## config.mk

```make
export PLATFORM = sky130hd
export DESIGN_NAME = die_link_initiator
export DESIGN_NICKNAME = d
export VERILOG_FILES = /design/src/rtl/die_link_initiator.v /design/src/rtl/link_sync.v /design/src/rtl/link_clk_gen.v
export VERILOG_INCLUDE_DIRS = /design/src /design/src/rtl
export SDC_FILE = /design/constraint.sdc
export NUM_CORES = 1
export LEC_CHECK = 0
export ABC_AREA = 1
export BUFFER_PORTS_ARGS = -buffer_cell sky130_fd_sc_hd__buf_2
export CORE_MARGIN = 2
export CORE_UTILIZATION = 64
export CTS_BUF_LIST = sky130_fd_sc_hd__clkbuf_8
export DETAILED_ROUTE_END_ITERATION = 6
export GPL_ROUTABILITY_DRIVEN = 0
export PLACE_DENSITY = 0.9
export SLEW_MARGIN = 20
export SYNTH_ARGS = -nofsm -noshare
export SYNTH_HDL_FRONTEND = slang
export SYNTH_SLANG_ARGS = --single-unit
```

## constraint.sdc

```tcl
create_clock -name pclk -period 3.9 [get_ports pclk]
set_input_delay 0.585 -clock pclk [delete_from_list [all_inputs] [get_ports pclk]]
set_output_delay 0.585 -clock pclk [all_outputs]
set_load 0.01 [all_outputs]
```

## src/rtl/die_link_defs.vh

```
/*
 * Register offsets, field positions, reset values and timing figures of the
 * die link initiator.
 * Assumes it is included by bare name from the rtl folder, definitions only.
 */
`ifndef DIE_LINK_DEFS_VH
`define DIE_LINK_DEFS_VH

// ************************************************************
// Register byte offsets on the bus
// ************************************************************
`define OFS_CONTROL_0     12'h000
`define OFS_CONTROL_1     12'h004
`define OFS_STATUS_0      12'h008
`define OFS_STATUS_1      12'h00C
`define OFS_COMMAND       12'h010
`define OFS_ADDR_BUF      12'h014
`define OFS_DATA_BUF      12'h018

// ************************************************************
// Field positions
// ************************************************************
`define CTL0_ENABLE       0
`define CTL0_IRQ_EN       1
`define CTL0_SWAI         2
`define CTL0_WIDE         3
`define STAT0_ERR         0
`define STAT0_TIMEOUT     1
`define STAT0_TERR        2
`define STAT0_CANCEL      3
`define STAT0_BUSY        4
`define STAT1_IRQ_LEVEL   0
`define STAT1_PARKED      1
`define CMD_READ          24

// ************************************************************
// Reset values and frame figures
// ************************************************************
`define CTL0_RESET        4'h0
`define DIV_RESET         8'h01
`define TIMEOUT_RESET     8'h10
`define ADDR_BITS         5'd8
`define NARROW_BITS       5'd8
`define WIDE_BITS         5'd16

`endif

```

## src/rtl/die_link_initiator.v

```verilog
/*
 * Die link initiator: APB register slave, a minimal serial transfer engine,
 * the low power drain and park sequence, and the two interrupt requests.
 * Assumes the CPU wait and stop levels come from logic on pclk, and that
 * the link inputs from the companion die are asynchronous.
 */
// Local design decisions: the APB interface to the registers and the register offsets.
// How it works
// (RULE1) Wait without stop-in-wait behaves like run.
// (RULE2) Wait with stop-in-wait drains the pending transfer.
// (RULE3) Then park link clock low, stop engine.
// (RULE4) Stop mode parks regardless of stop-in-wait.
// (RULE5) Reset aborts transfer and disables the block.
// (RULE6) Interrupts only while interrupt enable is set; the error request ignores it.
// (RULE7) Separate target and error interrupt outputs.
// (RULE8) Target interrupt level follows input, active high.
// (RULE9) Target holds its line until its clear.
// (RULE10) Status 1 shows the target interrupt level.
// (RULE11) Target interrupt still passes while parked.
// (RULE12) Error request holds until one written.
// (RULE13) Error request has no local mask.
// (RULE14) Software sets width, divider, timeout first.
// (RULE15) Blocking mode write acknowledged before sleeping.
// (RULE16) Target sleeps only after acknowledging mode write.
// (RULE17) Target wakes regulator, then raises interrupt.
// (RULE18) Clock generation restarts before servicing wake.
// (RULE19) Link clock ends high phase, stays low.
// (RULE20) Disabled: registers live, core idle, pins released.
// (RULE21) Error set: buffers frozen, transfers become idle.
// (RULE22) Restart link clock from low after wake.
`timescale 1ns/1ns
`include "die_link_defs.vh"
module die_link_initiator #(
    parameter DIVW = 8,
    parameter TOW  = 8
) (
    input  wire        pclk,
    input  wire        presetn,
    input  wire        psel,
    input  wire        penable,
    input  wire        pwrite,
    input  wire [11:0] paddr,
    input  wire [31:0] pwdata,
    output reg  [31:0] prdata,
    output reg         pready,
    output reg         pslverr,
    input  wire        cpu_wait,
    input  wire        cpu_stop,
    input  wire        target_irq_in,
    input  wire        link_data_in,
    input  wire        link_ack_in,
    input  wire        link_err_in,
    output reg         link_clock_out,
    output reg         link_data_out,
    output reg         link_data_oe,
    output reg         gpio_mode,
    output reg         target_irq_signal,
    output reg         link_error_irq,
    output reg         lowpower_parked
);

    // ************************************************************
    // State codes
    // ************************************************************
    localparam [1:0] LP_RUN   = 2'd0;
    localparam [1:0] LP_DRAIN = 2'd1;
    localparam [1:0] LP_PARK  = 2'd2;
    localparam [1:0] TX_IDLE  = 2'd0;
    localparam [1:0] TX_SHIFT = 2'd1;
    localparam [1:0] TX_ACK   = 2'd2;
    localparam [1:0] TX_ALIGN = 2'd3;

    // ************************************************************
    // Registers and wires
    // ************************************************************
    reg  [3:0]      ctl0_q;
    reg  [DIVW-1:0] div_q;
    reg  [TOW-1:0]  timeout_q;
    reg             err_q;
    reg             timef_q;
    reg             terr_q;
    reg             cancel_q;
    reg  [7:0]      addr_buf_q;
    reg  [15:0]     data_buf_q;
    reg  [1:0]      lp_q;
    reg  [1:0]      tx_q;
    reg  [23:0]     shift_q;
    reg  [4:0]      bits_q;
    reg  [TOW-1:0]  wait_q;
    reg             read_q;
    reg             wide_q;
    wire [3:0]      sync_w;
    wire            clk_w;
    wire            rise_w;
    wire            fall_w;
    wire            parked_w;
    wire            setup_w;
    wire            wr_w;
    wire            busy_w;
    wire            enabled_w;
    wire            lp_req_w;
    wire            launch_w;
    reg  [31:0]     rd_d;
    reg             bad_d;

    assign setup_w   = psel && !penable;
    assign wr_w      = setup_w && pwrite;
    assign enabled_w = ctl0_q[`CTL0_ENABLE];
    assign busy_w    = (tx_q != TX_IDLE);
    // Stop forces the park path, wait only with stop-in-wait. [RULE1] [RULE4]
    assign lp_req_w  = enabled_w && (cpu_stop || (cpu_wait && ctl0_q[`CTL0_SWAI]));
    // New transfers start only in run with the error flag clear. [RULE21] [RULE22]
    assign launch_w  = wr_w && (paddr == `OFS_COMMAND) && enabled_w && !err_q
                       && !busy_w && (lp_q == LP_RUN);

    // ************************************************************
    // Input synchronisers and link clock
    // ************************************************************
    link_sync #(
        .WIDTH    (4)
    ) u_sync (
        .pclk     (pclk),
        .presetn  (presetn),
        .async_in ({link_err_in, link_ack_in, link_data_in, target_irq_in}),
        .sync_q   (sync_w)
    );

    // Parking waits until the engine is idle, then the high phase ends. [RULE2] [RULE19]
    link_clk_gen #(
        .DIVW     (DIVW)
    ) u_clk (
        .pclk     (pclk),
        .presetn  (presetn),
        .run_en   (enabled_w),
        .stop_req (lp_q != LP_RUN && !busy_w),
        .div      (div_q),
        .clk_q    (clk_w),
        .rise_q   (rise_w),
        .fall_q   (fall_w),
        .parked   (parked_w)
    );

    // ************************************************************
    // Register read decode
    // ************************************************************
    always @* begin
        rd_d  = 32'h0000_0000;
        bad_d = 1'b0;
        case (paddr)
            `OFS_CONTROL_0: rd_d[3:0] = ctl0_q;
            `OFS_CONTROL_1: rd_d[DIVW+TOW-1:0] = {timeout_q, div_q};
            `OFS_STATUS_0:  rd_d[4:0] = {busy_w, cancel_q, terr_q, timef_q, err_q};
            // Live target line level, no latching. [RULE10]
            `OFS_STATUS_1:  rd_d[1:0] = {lp_q == LP_PARK, sync_w[0]};
            `OFS_COMMAND:   rd_d = 32'h0000_0000;
            `OFS_ADDR_BUF:  rd_d[7:0] = addr_buf_q;
            `OFS_DATA_BUF:  rd_d[15:0] = data_buf_q;
            default:        bad_d = 1'b1;
        endcase
    end

    // ************************************************************
    // APB slave: answers in the first access cycle
    // ************************************************************
    always @(posedge pclk or negedge presetn) begin
        if (!presetn) begin
            prdata  <= 32'h0000_0000;
            pready  <= 1'b0;
            pslverr <= 1'b0;
        end else begin
            pready  <= setup_w;
            pslverr <= setup_w && bad_d;
            if (setup_w && !pwrite) begin
                prdata <= rd_d;
            end
        end
    end

    // ************************************************************
    // Control registers
    // ************************************************************
    always @(posedge pclk or negedge presetn) begin
        if (!presetn) begin
            ctl0_q    <= `CTL0_RESET; // [RULE5]
            div_q     <= `DIV_RESET;
            timeout_q <= `TIMEOUT_RESET;
        end else if (wr_w) begin
            if (paddr == `OFS_CONTROL_0) begin
                // Enable is write once; only reset clears it again.
                ctl0_q <= {pwdata[3:1], pwdata[`CTL0_ENABLE] | enabled_w};
            end
            // Timing setup is locked once enabled, so a live link is not retimed. [RULE14]
            if (paddr == `OFS_CONTROL_1 && !enabled_w) begin
                div_q     <= pwdata[DIVW-1:0];
                timeout_q <= pwdata[DIVW+TOW-1:DIVW];
            end
        end
    end

    // ************************************************************
    // Low power sequence
    // ************************************************************
    always @(posedge pclk or negedge presetn) begin
        if (!presetn) begin
            lp_q <= LP_RUN;
        end else begin
            case (lp_q)
                LP_RUN: begin
                    if (lp_req_w) begin
                        lp_q <= LP_DRAIN; // [RULE2] [RULE4]
                    end
                end
                LP_DRAIN: begin
                    if (!busy_w && parked_w) begin
                        lp_q <= LP_PARK; // [RULE3] [RULE19]
                    end
                end
                LP_PARK: begin
                    // A wake simply releases the divider, which restarts low. [RULE18] [RULE22]
                    if (!lp_req_w) begin
                        lp_q <= LP_RUN;
                    end
                end
                default: lp_q <= LP_RUN;
            endcase
        end
    end

    // ************************************************************
    // Transfer engine
    // ************************************************************
    always @(posedge pclk or negedge presetn) begin
        if (!presetn) begin
            tx_q       <= TX_IDLE; // [RULE5]
            shift_q    <= 24'h00_0000;
            bits_q     <= 5'd0;
            wait_q     <= {TOW{1'b0}};
            read_q     <= 1'b0;
            wide_q     <= 1'b0;
            addr_buf_q <= 8'h00;
            data_buf_q <= 16'h0000;
            err_q      <= 1'b0;
            timef_q    <= 1'b0;
            terr_q     <= 1'b0;
            cancel_q   <= 1'b0;
        end else begin
            // One written to the error flag clears every error source at once. [RULE12]
            if (wr_w && paddr == `OFS_STATUS_0 && pwdata[`STAT0_ERR]) begin
                err_q    <= 1'b0;
                timef_q  <= 1'b0;
                terr_q   <= 1'b0;
                cancel_q <= 1'b0;
            end
            // A request refused while in error is replaced by idle and marked. [RULE21]
            if (wr_w && paddr == `OFS_COMMAND && err_q) begin
                cancel_q <= 1'b1;
            end
            case (tx_q)
                TX_IDLE: begin
                    if (launch_w) begin
                        read_q     <= pwdata[`CMD_READ];
                        wide_q     <= ctl0_q[`CTL0_WIDE];
                        addr_buf_q <= pwdata[7:0];
                        data_buf_q <= pwdata[23:8];
                        shift_q    <= ctl0_q[`CTL0_WIDE] ? {pwdata[7:0], pwdata[23:8]}
                                                          : {pwdata[7:0], pwdata[15:8], 8'h00};
                        bits_q     <= `ADDR_BITS + (ctl0_q[`CTL0_WIDE] ? `WIDE_BITS
                                                                        : `NARROW_BITS);
                        tx_q       <= TX_ALIGN;
                    end
                end
                TX_ALIGN: begin
                    // Start on a fall, so the first bit gets a full low phase before its rise.
                    if (fall_w) begin
                        tx_q <= TX_SHIFT;
                    end
                end
                TX_SHIFT: begin
                    if (fall_w) begin
                        shift_q <= {shift_q[22:0], 1'b0};
                        bits_q  <= bits_q - 5'd1;
                        if (bits_q == 5'd1) begin
                            wait_q <= {TOW{1'b0}};
                            tx_q   <= TX_ACK;
                        end
                    end
                    if (rise_w && read_q && bits_q <= (wide_q ? `WIDE_BITS : `NARROW_BITS)) begin
                        data_buf_q <= {data_buf_q[14:0], sync_w[1]};
                    end
                end
                TX_ACK: begin
                    if (rise_w) begin
                        wait_q <= wait_q + 1'b1;
                        if (sync_w[2]) begin // [RULE15]
                            tx_q <= TX_IDLE;
                            if (sync_w[3]) begin
                                err_q  <= 1'b1;
                                terr_q <= 1'b1;
                            end
                        end else if (wait_q == timeout_q) begin
                            tx_q    <= TX_IDLE;
                            err_q   <= 1'b1;
                            timef_q <= 1'b1;
                        end
                    end
                end
                default: tx_q <= TX_IDLE;
            endcase
        end
    end

    // ************************************************************
    // Pins and interrupt requests
    // ************************************************************
    always @(posedge pclk or negedge presetn) begin
        if (!presetn) begin
            link_clock_out    <= 1'b0;
            link_data_out     <= 1'b0;
            link_data_oe      <= 1'b0;
            gpio_mode         <= 1'b1;
            target_irq_signal <= 1'b0;
            link_error_irq    <= 1'b0;
            lowpower_parked   <= 1'b0;
        end else begin
            link_clock_out  <= clk_w; // [RULE19]
            link_data_out   <= (tx_q == TX_SHIFT) && shift_q[23];
            link_data_oe    <= enabled_w && (tx_q == TX_SHIFT) && (!read_q || bits_q > 
                               (wide_q ? `WIDE_BITS : `NARROW_BITS));
            gpio_mode       <= !enabled_w; // [RULE20]
            lowpower_parked <= (lp_q == LP_PARK); // [RULE3]
            // This flop runs on the free bus clock, so it still wakes a parked CPU. [RULE11]
            target_irq_signal <= enabled_w && ctl0_q[`CTL0_IRQ_EN] && sync_w[0]; // [RULE6] [RULE7] [RULE8]
            // The error request ignores the interrupt enable bit. [RULE13] [RULE7]
            link_error_irq  <= enabled_w && err_q;
        end
    end
endmodule // die_link_initiator

```

## src/rtl/link_sync.v

```verilog
/*
 * Two flip-flop synchroniser for a group of independent level inputs.
 * Assumes each bit is a slow level; no bit relation is preserved.
 */
`timescale 1ns/1ns
module link_sync #(
    parameter WIDTH = 4
) (
    input  wire             pclk,
    input  wire             presetn,
    input  wire [WIDTH-1:0] async_in,
    output reg  [WIDTH-1:0] sync_q
);
    reg [WIDTH-1:0] meta_q;

    always @(posedge pclk or negedge presetn) begin
        if (!presetn) begin
            meta_q <= {WIDTH{1'b0}};
            sync_q <= {WIDTH{1'b0}};
        end else begin
            meta_q <= async_in;
            sync_q <= meta_q;
        end
    end
endmodule // link_sync

```

## src/rtl/link_clk_gen.v

```verilog
/*
 * Link clock divider. Each half period lasts div+1 bus clock cycles.
 * Assumes stop_req is a level from the bus clock domain; while it stands the
 * clock finishes its high phase and then parks low.
 */
`timescale 1ns/1ns
module link_clk_gen #(
    parameter DIVW = 8
) (
    input  wire            pclk,
    input  wire            presetn,
    input  wire            run_en,
    input  wire            stop_req,
    input  wire [DIVW-1:0] div,
    output reg             clk_q,
    output reg             rise_q,
    output reg             fall_q,
    output wire            parked
);
    reg [DIVW-1:0] cnt_q;

    // A stop request is only declared parked once the clock has settled low; a cleared run enable parks at once.
    assign parked = !run_en || (stop_req && !clk_q);

    always @(posedge pclk or negedge presetn) begin
        if (!presetn) begin
            cnt_q  <= {DIVW{1'b0}};
            clk_q  <= 1'b0;
            rise_q <= 1'b0;
            fall_q <= 1'b0;
        end else begin
            rise_q <= 1'b0;
            fall_q <= 1'b0;
            if (parked) begin
                // Restart always begins with a full low phase.
                cnt_q <= {DIVW{1'b0}};
                clk_q <= 1'b0;
            end else if (cnt_q == div) begin
                cnt_q  <= {DIVW{1'b0}};
                clk_q  <= !clk_q;
                rise_q <= !clk_q;
                fall_q <= clk_q;
            end else begin
                cnt_q <= cnt_q + 1'b1;
            end
        end
    end
endmodule // link_clk_gen

```

==> flow_summary.json, run 1 <==
{
  "fin_util": 0.737,
  "startpoint_type": "register",
  "core_area_um2": 10300,
  "yosysSeqAreaShare": 0.502,
  "busiest_layer": "met2",
  "r2r_setup_slack_ps": 1180,
  "worst_pin_slew_ps": 1040,
  "grt_pass1_wl_um": 26300,
  "ys_warn_count": 0,
  "diodes": 0,
  "clock-root-buffer": "clkbuf_8",
  "ctsHoldBuffers": 0,
  "crit_slowest_cell": "nand2_2",
  "final.min_clock_period_ps": 2720,
  "cts.sinks": 135,
  "fmax_mhz": 367,
  "final_cell_mix": "nand2_1, dfrtp_1, inv_1, buf_2, nor2_1",
  "fin_nets": 938,
  "multi_input_area_um2": 2820,
  "area.sequential_um2": 3380,
  "htree_levels": 4,
  "hold_violations": 0,
  "cpLargestDelayFamily": "simple AND/OR/NAND/NOR gates",
  "slew_violations": 0,
  "nFillCells": 743,
  "synth_cell_types": 49,
  "fp-row-count": 37,
  "synth.largest_area_cell": "dfrtp_1",
  "crit_type": "reg -> reg",
  "regToRegEndpoint": "shift_q[12]",
  "synth_area_um2": 6740,
  "cts.repair.resized": 0,
  "drt-initial-drc-count": 568,
  "rsz0062_at_grt": "no",
  "fin_tns_setup_ps": 0,
  "cp_max_fo": 58,
  "worstSetupEndpointType": "register",
  "netlist_instances": 802,
  "layout_commonest_cell": "nand2_1",
  "grt-ovfl-total": 0,
  "cts_buffer_depth": 2,
  "worstPathRequired_ps": 4180,
  "avgRoutedWirePerCell_um": 15.9,
  "ios": 96,
  "fin_crit_sh": 0.698,
  "start_util": 0.656,
  "cts_tree": "yes",
  "syn_to_final_growth_pct": 12.4,
  "wl_um": 16200,
  "routed-via-count": 5860,
  "r2r-start": "tx_q[0]",
  "dp.final_hpwl_um": 10900,
  "grt_use_met1": 0.409,
  "path_clk_slew_ps": 80,
  "avgSynthCellArea_um2": 8.40,
  "cp_cell_sequence": "inv_1 -> ha_1 -> nand3_1 -> nor2_1 -> nand4_4 -> nand2_2 -> nand2_2 -> nand2_1 -> o21ai_0",
  "grt_pass1_vias": 5477,
  "die-area_um2": 11400,
  "drive_gt1_frac": 0.163,
  "vias_per_cell": 5.75,
  "arrival_ps": 3000,
  "skew_ps": 10.2,
  "leakage_uw": 0.00375,
  "setup_viol": 0,
  "io_buffers": 72,
  "worstSkewPairLatency_ps": 440,
  "synth_flop_cell": "dfrtp_1",
  "drt-pass1-iter-count": 6,
  "status": "complete, no violations",
  "dp_cells": 988,
  "fin_cells": 1020,
  "slowest_delay_ps": 580,
  "cts_buffers": 17,
  "grt_max_degree": 82,
  "groute.layer.met3.usage": 0.0657,
  "hold_path.class": "in -> async",
  "ys_ff_latch": 135,
  "fp.dieW_um": 107,
  "antenna_found_initial": 0,
  "critPathMostFrequentCell": "nand2_2",
  "synth_edf_count": 0,
  "r2r_cells": 9,
  "async_flop_share": 1.00,
  "grt_usage": 0.297,
  "max_cap_viol_count": 0,
  "worst-path-buf-inv": 1,
  "slew_headroom": 0.302,
  "synthTopCellsByArea": "dfrtp_1, nand2_1, inv_1, nor2_1, o21ai_0",
  "drcViolationCount": 0,
  "powerDensity_nw_per_um2": 411,
  "hold-worst-slack_ps": 172,
  "post_cts_buffers": 0,
  "die_y_um": 107,
  "ant_nets": 0,
  "ir_drop_mv": 0.321,
  "synth_top_area_share": 0.490,
  "grtUsageMet2": 0.454
}
[worst register-to-register path: cells and delay by family, from the launching register on]
kind | cells | cell delay, ps
buf+inv | 1 | 130
fa+ha+maj | 1 | 290
flops | 1 | 430
compound gates | 1 | 120
simple gates | 6 | 1590
[sequential cells by signal, indices dropped and copies added (netlist names), 2 cells and up]
name           flops
shift_q           24
timeout_q          8
u_clk.cnt_q        8
prdata            16
lp_q               2
data_buf_q        16
ctl0_q             4
u_sync.sync_q      4
bits_q             5
div_q              8
addr_buf_q         8
u_sync.meta_q      4
wait_q             8
tx_q               2
[cell usage after synthesis (all sizes together) (2+ instances only)]
library cell and instances:
nand2 208, dfrtp 132, inv 87, o21ai 83
nor2 68, buf 36, nand3 34, a21oi 27
ha 12, o22ai 11, a21boi 10, nand4 10
nor3 10, mux2i 8, o211ai 8, o21a 8
or2 8, a22oi 7, xnor2 7, clkbuf 6
dfstp 3, nor3b 3, xor2 3, a31oi 2
nor4 2
[worst max path at each step]
stage               cells past startpoint  slack [ps]     endpoint     from
floorplan                              11        2100    bits_q[2]  tx_q[0]
global placement                        8        1350   shift_q[6]  tx_q[0]
detailed placement                      9        1290   shift_q[8]  tx_q[0]
CTS                                     8        1200  shift_q[17]  tx_q[0]
global route                            8         910   shift_q[8]  tx_q[0]
finish                                  9        1180  shift_q[12]  tx_q[0]
[cell families (layout without fill, tap and decap cells)]
group	Yosys count	count (layout)	share of synthesized area
flip-flops	135	135	0.502
multiplexers	9	9	0.0136
other	1	16	0.000556
AO/OA/AOI/OAI	159	159	0.138
buffers and inverters	130	197	0.0885
XOR/XNOR	10	10	0.0130
adder cells (fa/ha/maj)	12	12	0.0223
AND/OR/NAND/NOR	346	346	0.223
[area by class of cell]
cell class	count	share of cell area
multi-input combinational	552	0.373
tap	136	0.0225
clock inverter	13	0.0268
inverter	88	0.0436
sequential	135	0.447
timing repair buffer	77	0.0534
clock buffer	19	0.0345
[report_power, final]
part	internal [uW]	switching [uW]
combinational	103	180
clock	792	544
sequential	1460	33.5
total	2350	757
[per-stage QoR]
| stage | cell area [um2] | setup slack (ps) | total power, uW |
|---|---|---|---|
| finish | 7570 | 1180 | 3110 |
| global route | 7570 | 911 | 3220 |
| CTS | 7570 | 1200 | 3110 |
| detailed placement | 7110 | 1290 | 1800 |
| global placement | 7110 | 1350 | 1790 |
| floorplan | 6800 | 2100 | 1680 |
[routing by layer]
layer  part of all wire  vias to the layer above  wire, um
met1               0.40                     2723      6510
met2               0.46                      353      7440
li1                   -                     2718         -
met5                  0                        -         0
met4              0.040                        0       653
met3              0.098                       66      1580
(Power assumes the default switching activity.)
==> run 2, diff against run 1 <==
Settings changed: CORE_UTILIZATION 64 to 54, PLACE_DENSITY 0.9 to 0.81.
Clock period 3.9 ns to 2.5 ns, I/O delays scaled along.
==> run 2 against run 1 <==
Compared with the run above: maximum frequency increased by 30%; clock-buffer cell count increased by 2; largest cell class unchanged; global-route usage decreased by 5.3 points; largest power group unchanged; critical path depth unchanged; clock skew decreased by 2.0 ps; highest routed layer unchanged; die area increased by 18%; sequential power increased by 56%; setup slack got worse by 780 ps.
==> flow_summary.json, run 2 (synthesis results as in run 1) <==
{
  "r2r_cells": 9,
  "grt-ovfl-total": 0,
  "hold-worst-slack_ps": 151,
  "fin_tns_setup_ps": 0,
  "crit_type": "reg -> reg",
  "wl_met3_um": 1210,
  "drt-pass1-iter-count": 5,
  "regToRegEndpoint": "data_buf_q[6]",
  "clock-root-buffer": "clkbuf_8",
  "diodes": 0,
  "top_regs": "shift_q x24, data_buf_q x16, prdata x16",
  "avgRoutedWirePerCell_um": 14.1,
  "worstSkewPairLatency_ps": 460,
  "power_switching_uw": 1090,
  "grt_pass1_vias": 5130,
  "cts_tree": "yes",
  "clkPwrFrac": 0.369,
  "arrival_ps": 2420,
  "grt_max_degree": 69,
  "wl_um": 15000,
  "largest_reg_flops": 24,
  "max_cap_viol_count": 0,
  "io_buffers": 72,
  "setup_viol": 0,
  "ir_drop_mv": 0.381,
  "drt-met1-wl_um": 7030,
  "fin_crit_sh": 0.840,
  "cp_max_fo": 32,
  "status": "complete, no violations",
  "hold_path.class": "in -> reg",
  "routed-via-count": 5574,
  "rsz0062_at_grt": "no",
  "fp-row-count": 40,
  "drcViolationCount": 0,
  "grt_usage": 0.244,
  "slowest_delay_ps": 420,
  "drive_gt1_frac": 0.164,
  "ios": 96,
  "worstSetupEndpointType": "register",
  "wl_met2_um": 6520,
  "dp_cells": 1030,
  "critPathMostFrequentCell": "nand2_2",
  "fmax_mhz": 476,
  "final_cell_mix": "nand2_1, dfrtp_1, inv_1, buf_2, nor2_1",
  "path_clk_slew_ps": 70,
  "nFillCells": 1082,
  "startpoint_type": "register",
  "die-area_um2": 13400,
  "fin_nets": 953,
  "hold_violations": 0,
  "r2r_setup_slack_ps": 400,
  "syn_to_final_growth_pct": 13.4,
  "dp.final_hpwl_um": 11200,
  "routed.top_layer": "met4",
  "fp.dieW_um": 116,
  "grt_pass1_wl_um": 24800,
  "final.min_clock_period_ps": 2100,
  "die_y_um": 116,
  "cp_cell_sequence": "inv_1 -> ha_1 -> nand3_1 -> nor2_1 -> nand4_4 -> nand2_2 -> nand2_2 -> nand2_1 -> o21ai_0",
  "antenna_found_initial": 0,
  "cts_buffer_depth": 2,
  "start_util": 0.557,
  "ant_nets": 0,
  "dp_slack_ps": 421,
  "worst_pin_slew_ps": 631,
  "powerDensity_nw_per_um2": 576,
  "cts_buffers": 17,
  "layout_commonest_cell": "nand2_1",
  "slew_violations": 0,
  "leakage_uw": 0.00380,
  "holdPathEnd": "read_q",
  "cts.sinks": 135,
  "sequentialPowerShare": 0.529,
  "drt-initial-drc-count": 416,
  "htree_levels": 4,
  "post_cts_buffers": 0,
  "fin_cells": 1066,
  "p_comb_frac": 0.102,
  "core_area_um2": 12100,
  "worstPathRequired_ps": 2820,
  "whs_path_depth": 2,
  "r2r-start": "tx_q[0]",
  "internal_power_uw": 3310,
  "crit_slowest_cell": "dfrtp_1",
  "setup_ws_ps": 401,
  "vias_per_cell": 5.23,
  "largest_register": "shift_q",
  "p_sw_frac": 0.249,
  "slew_headroom": 0.580,
  "skew_ps": 8.20,
  "hold_path.startpoint": "pwdata[24]"
}
-- run 2: changes by cell type in the layout (fill, tap and decap cells not counted) --
cell | previous run | this run
buf_12 | 0 | 1
buf_4 | 5 | 14
bufinv_16 | 5 | 1
clkbuf_8 | 19 | 21
clkinv_2 | 3 | 2
clkinv_4 | 3 | 0
clkinvlp_4 | 1 | 0
dlygate4sd3_1 | 0 | 5
inv_1 | 86 | 92
-- run 2: worst max-delay path: cells and delay by family, from the launching register on --
kind | cells | cell delay, ps
and+or+nand+nor | 6 | 1080
DFF | 1 | 420
adders and majority gates | 1 | 220
buffers and inverters | 1 | 120
AOI/OAI and AO/OA | 1 | 100
-- run 2: per-layer routing --
layer | vias up | global-route usage
met5 | - | 0
met4 | 0 | 0.0881
met3 | 26 | 0.0758
met2 | 206 | 0.352
met1 | 2601 | 0.352
li1 | 2741 | -
-- run 2: worst max-delay path by stage --
stage                         start             end
after CTS                   tx_q[0]   data_buf_q[6]
after global placement      tx_q[0]       wait_q[7]
after detailed placement    tx_q[0]   data_buf_q[6]
after global routing      bits_q[4]  data_buf_q[12]
after floorplan             tx_q[0]       bits_q[2]
final                       tx_q[0]   data_buf_q[6]
-- run 2: layout make-up --
class | count | area (um2) | share of cell area
clock inverters | 10 | 66.3 | 0.00868
clock buffers | 21 | 289 | 0.0378
multi-input cells | 552 | 2820 | 0.369
inverters | 88 | 330 | 0.0432
flip-flops and latches | 135 | 3380 | 0.443
repair buffers | 92 | 542 | 0.0709
well taps | 168 | 210 | 0.0275
-- run 2: power by group through the flow --
stage,Sequential [uW],Combinational [uW],Clock [uW]
floorplan,2380,240,0
global placement,2360,437,0
detailed placement,2370,445,0
CTS,2330,451,1670
global route,2340,507,1770
finish,2330,449,1620
-- run 2: repair_timing --
| item | CTS | global route |
|---|---|---|
| hold endpoints to repair | 68 | 0 |
| hold buffers | 5 | 0 |
| resized for setup | 0 | 0 |
-- run 2: stage by stage --
stage | instance area (um2) | total power, uW | utilization
after floorplan | 6800 | 2620 | -
after global placement | 7240 | 2800 | 0.598
after detailed placement | 7240 | 2810 | 0.598
after CTS | 7640 | 4450 | 0.631
after global routing | 7640 | 4620 | 0.631
final | 7640 | 4400 | 0.631
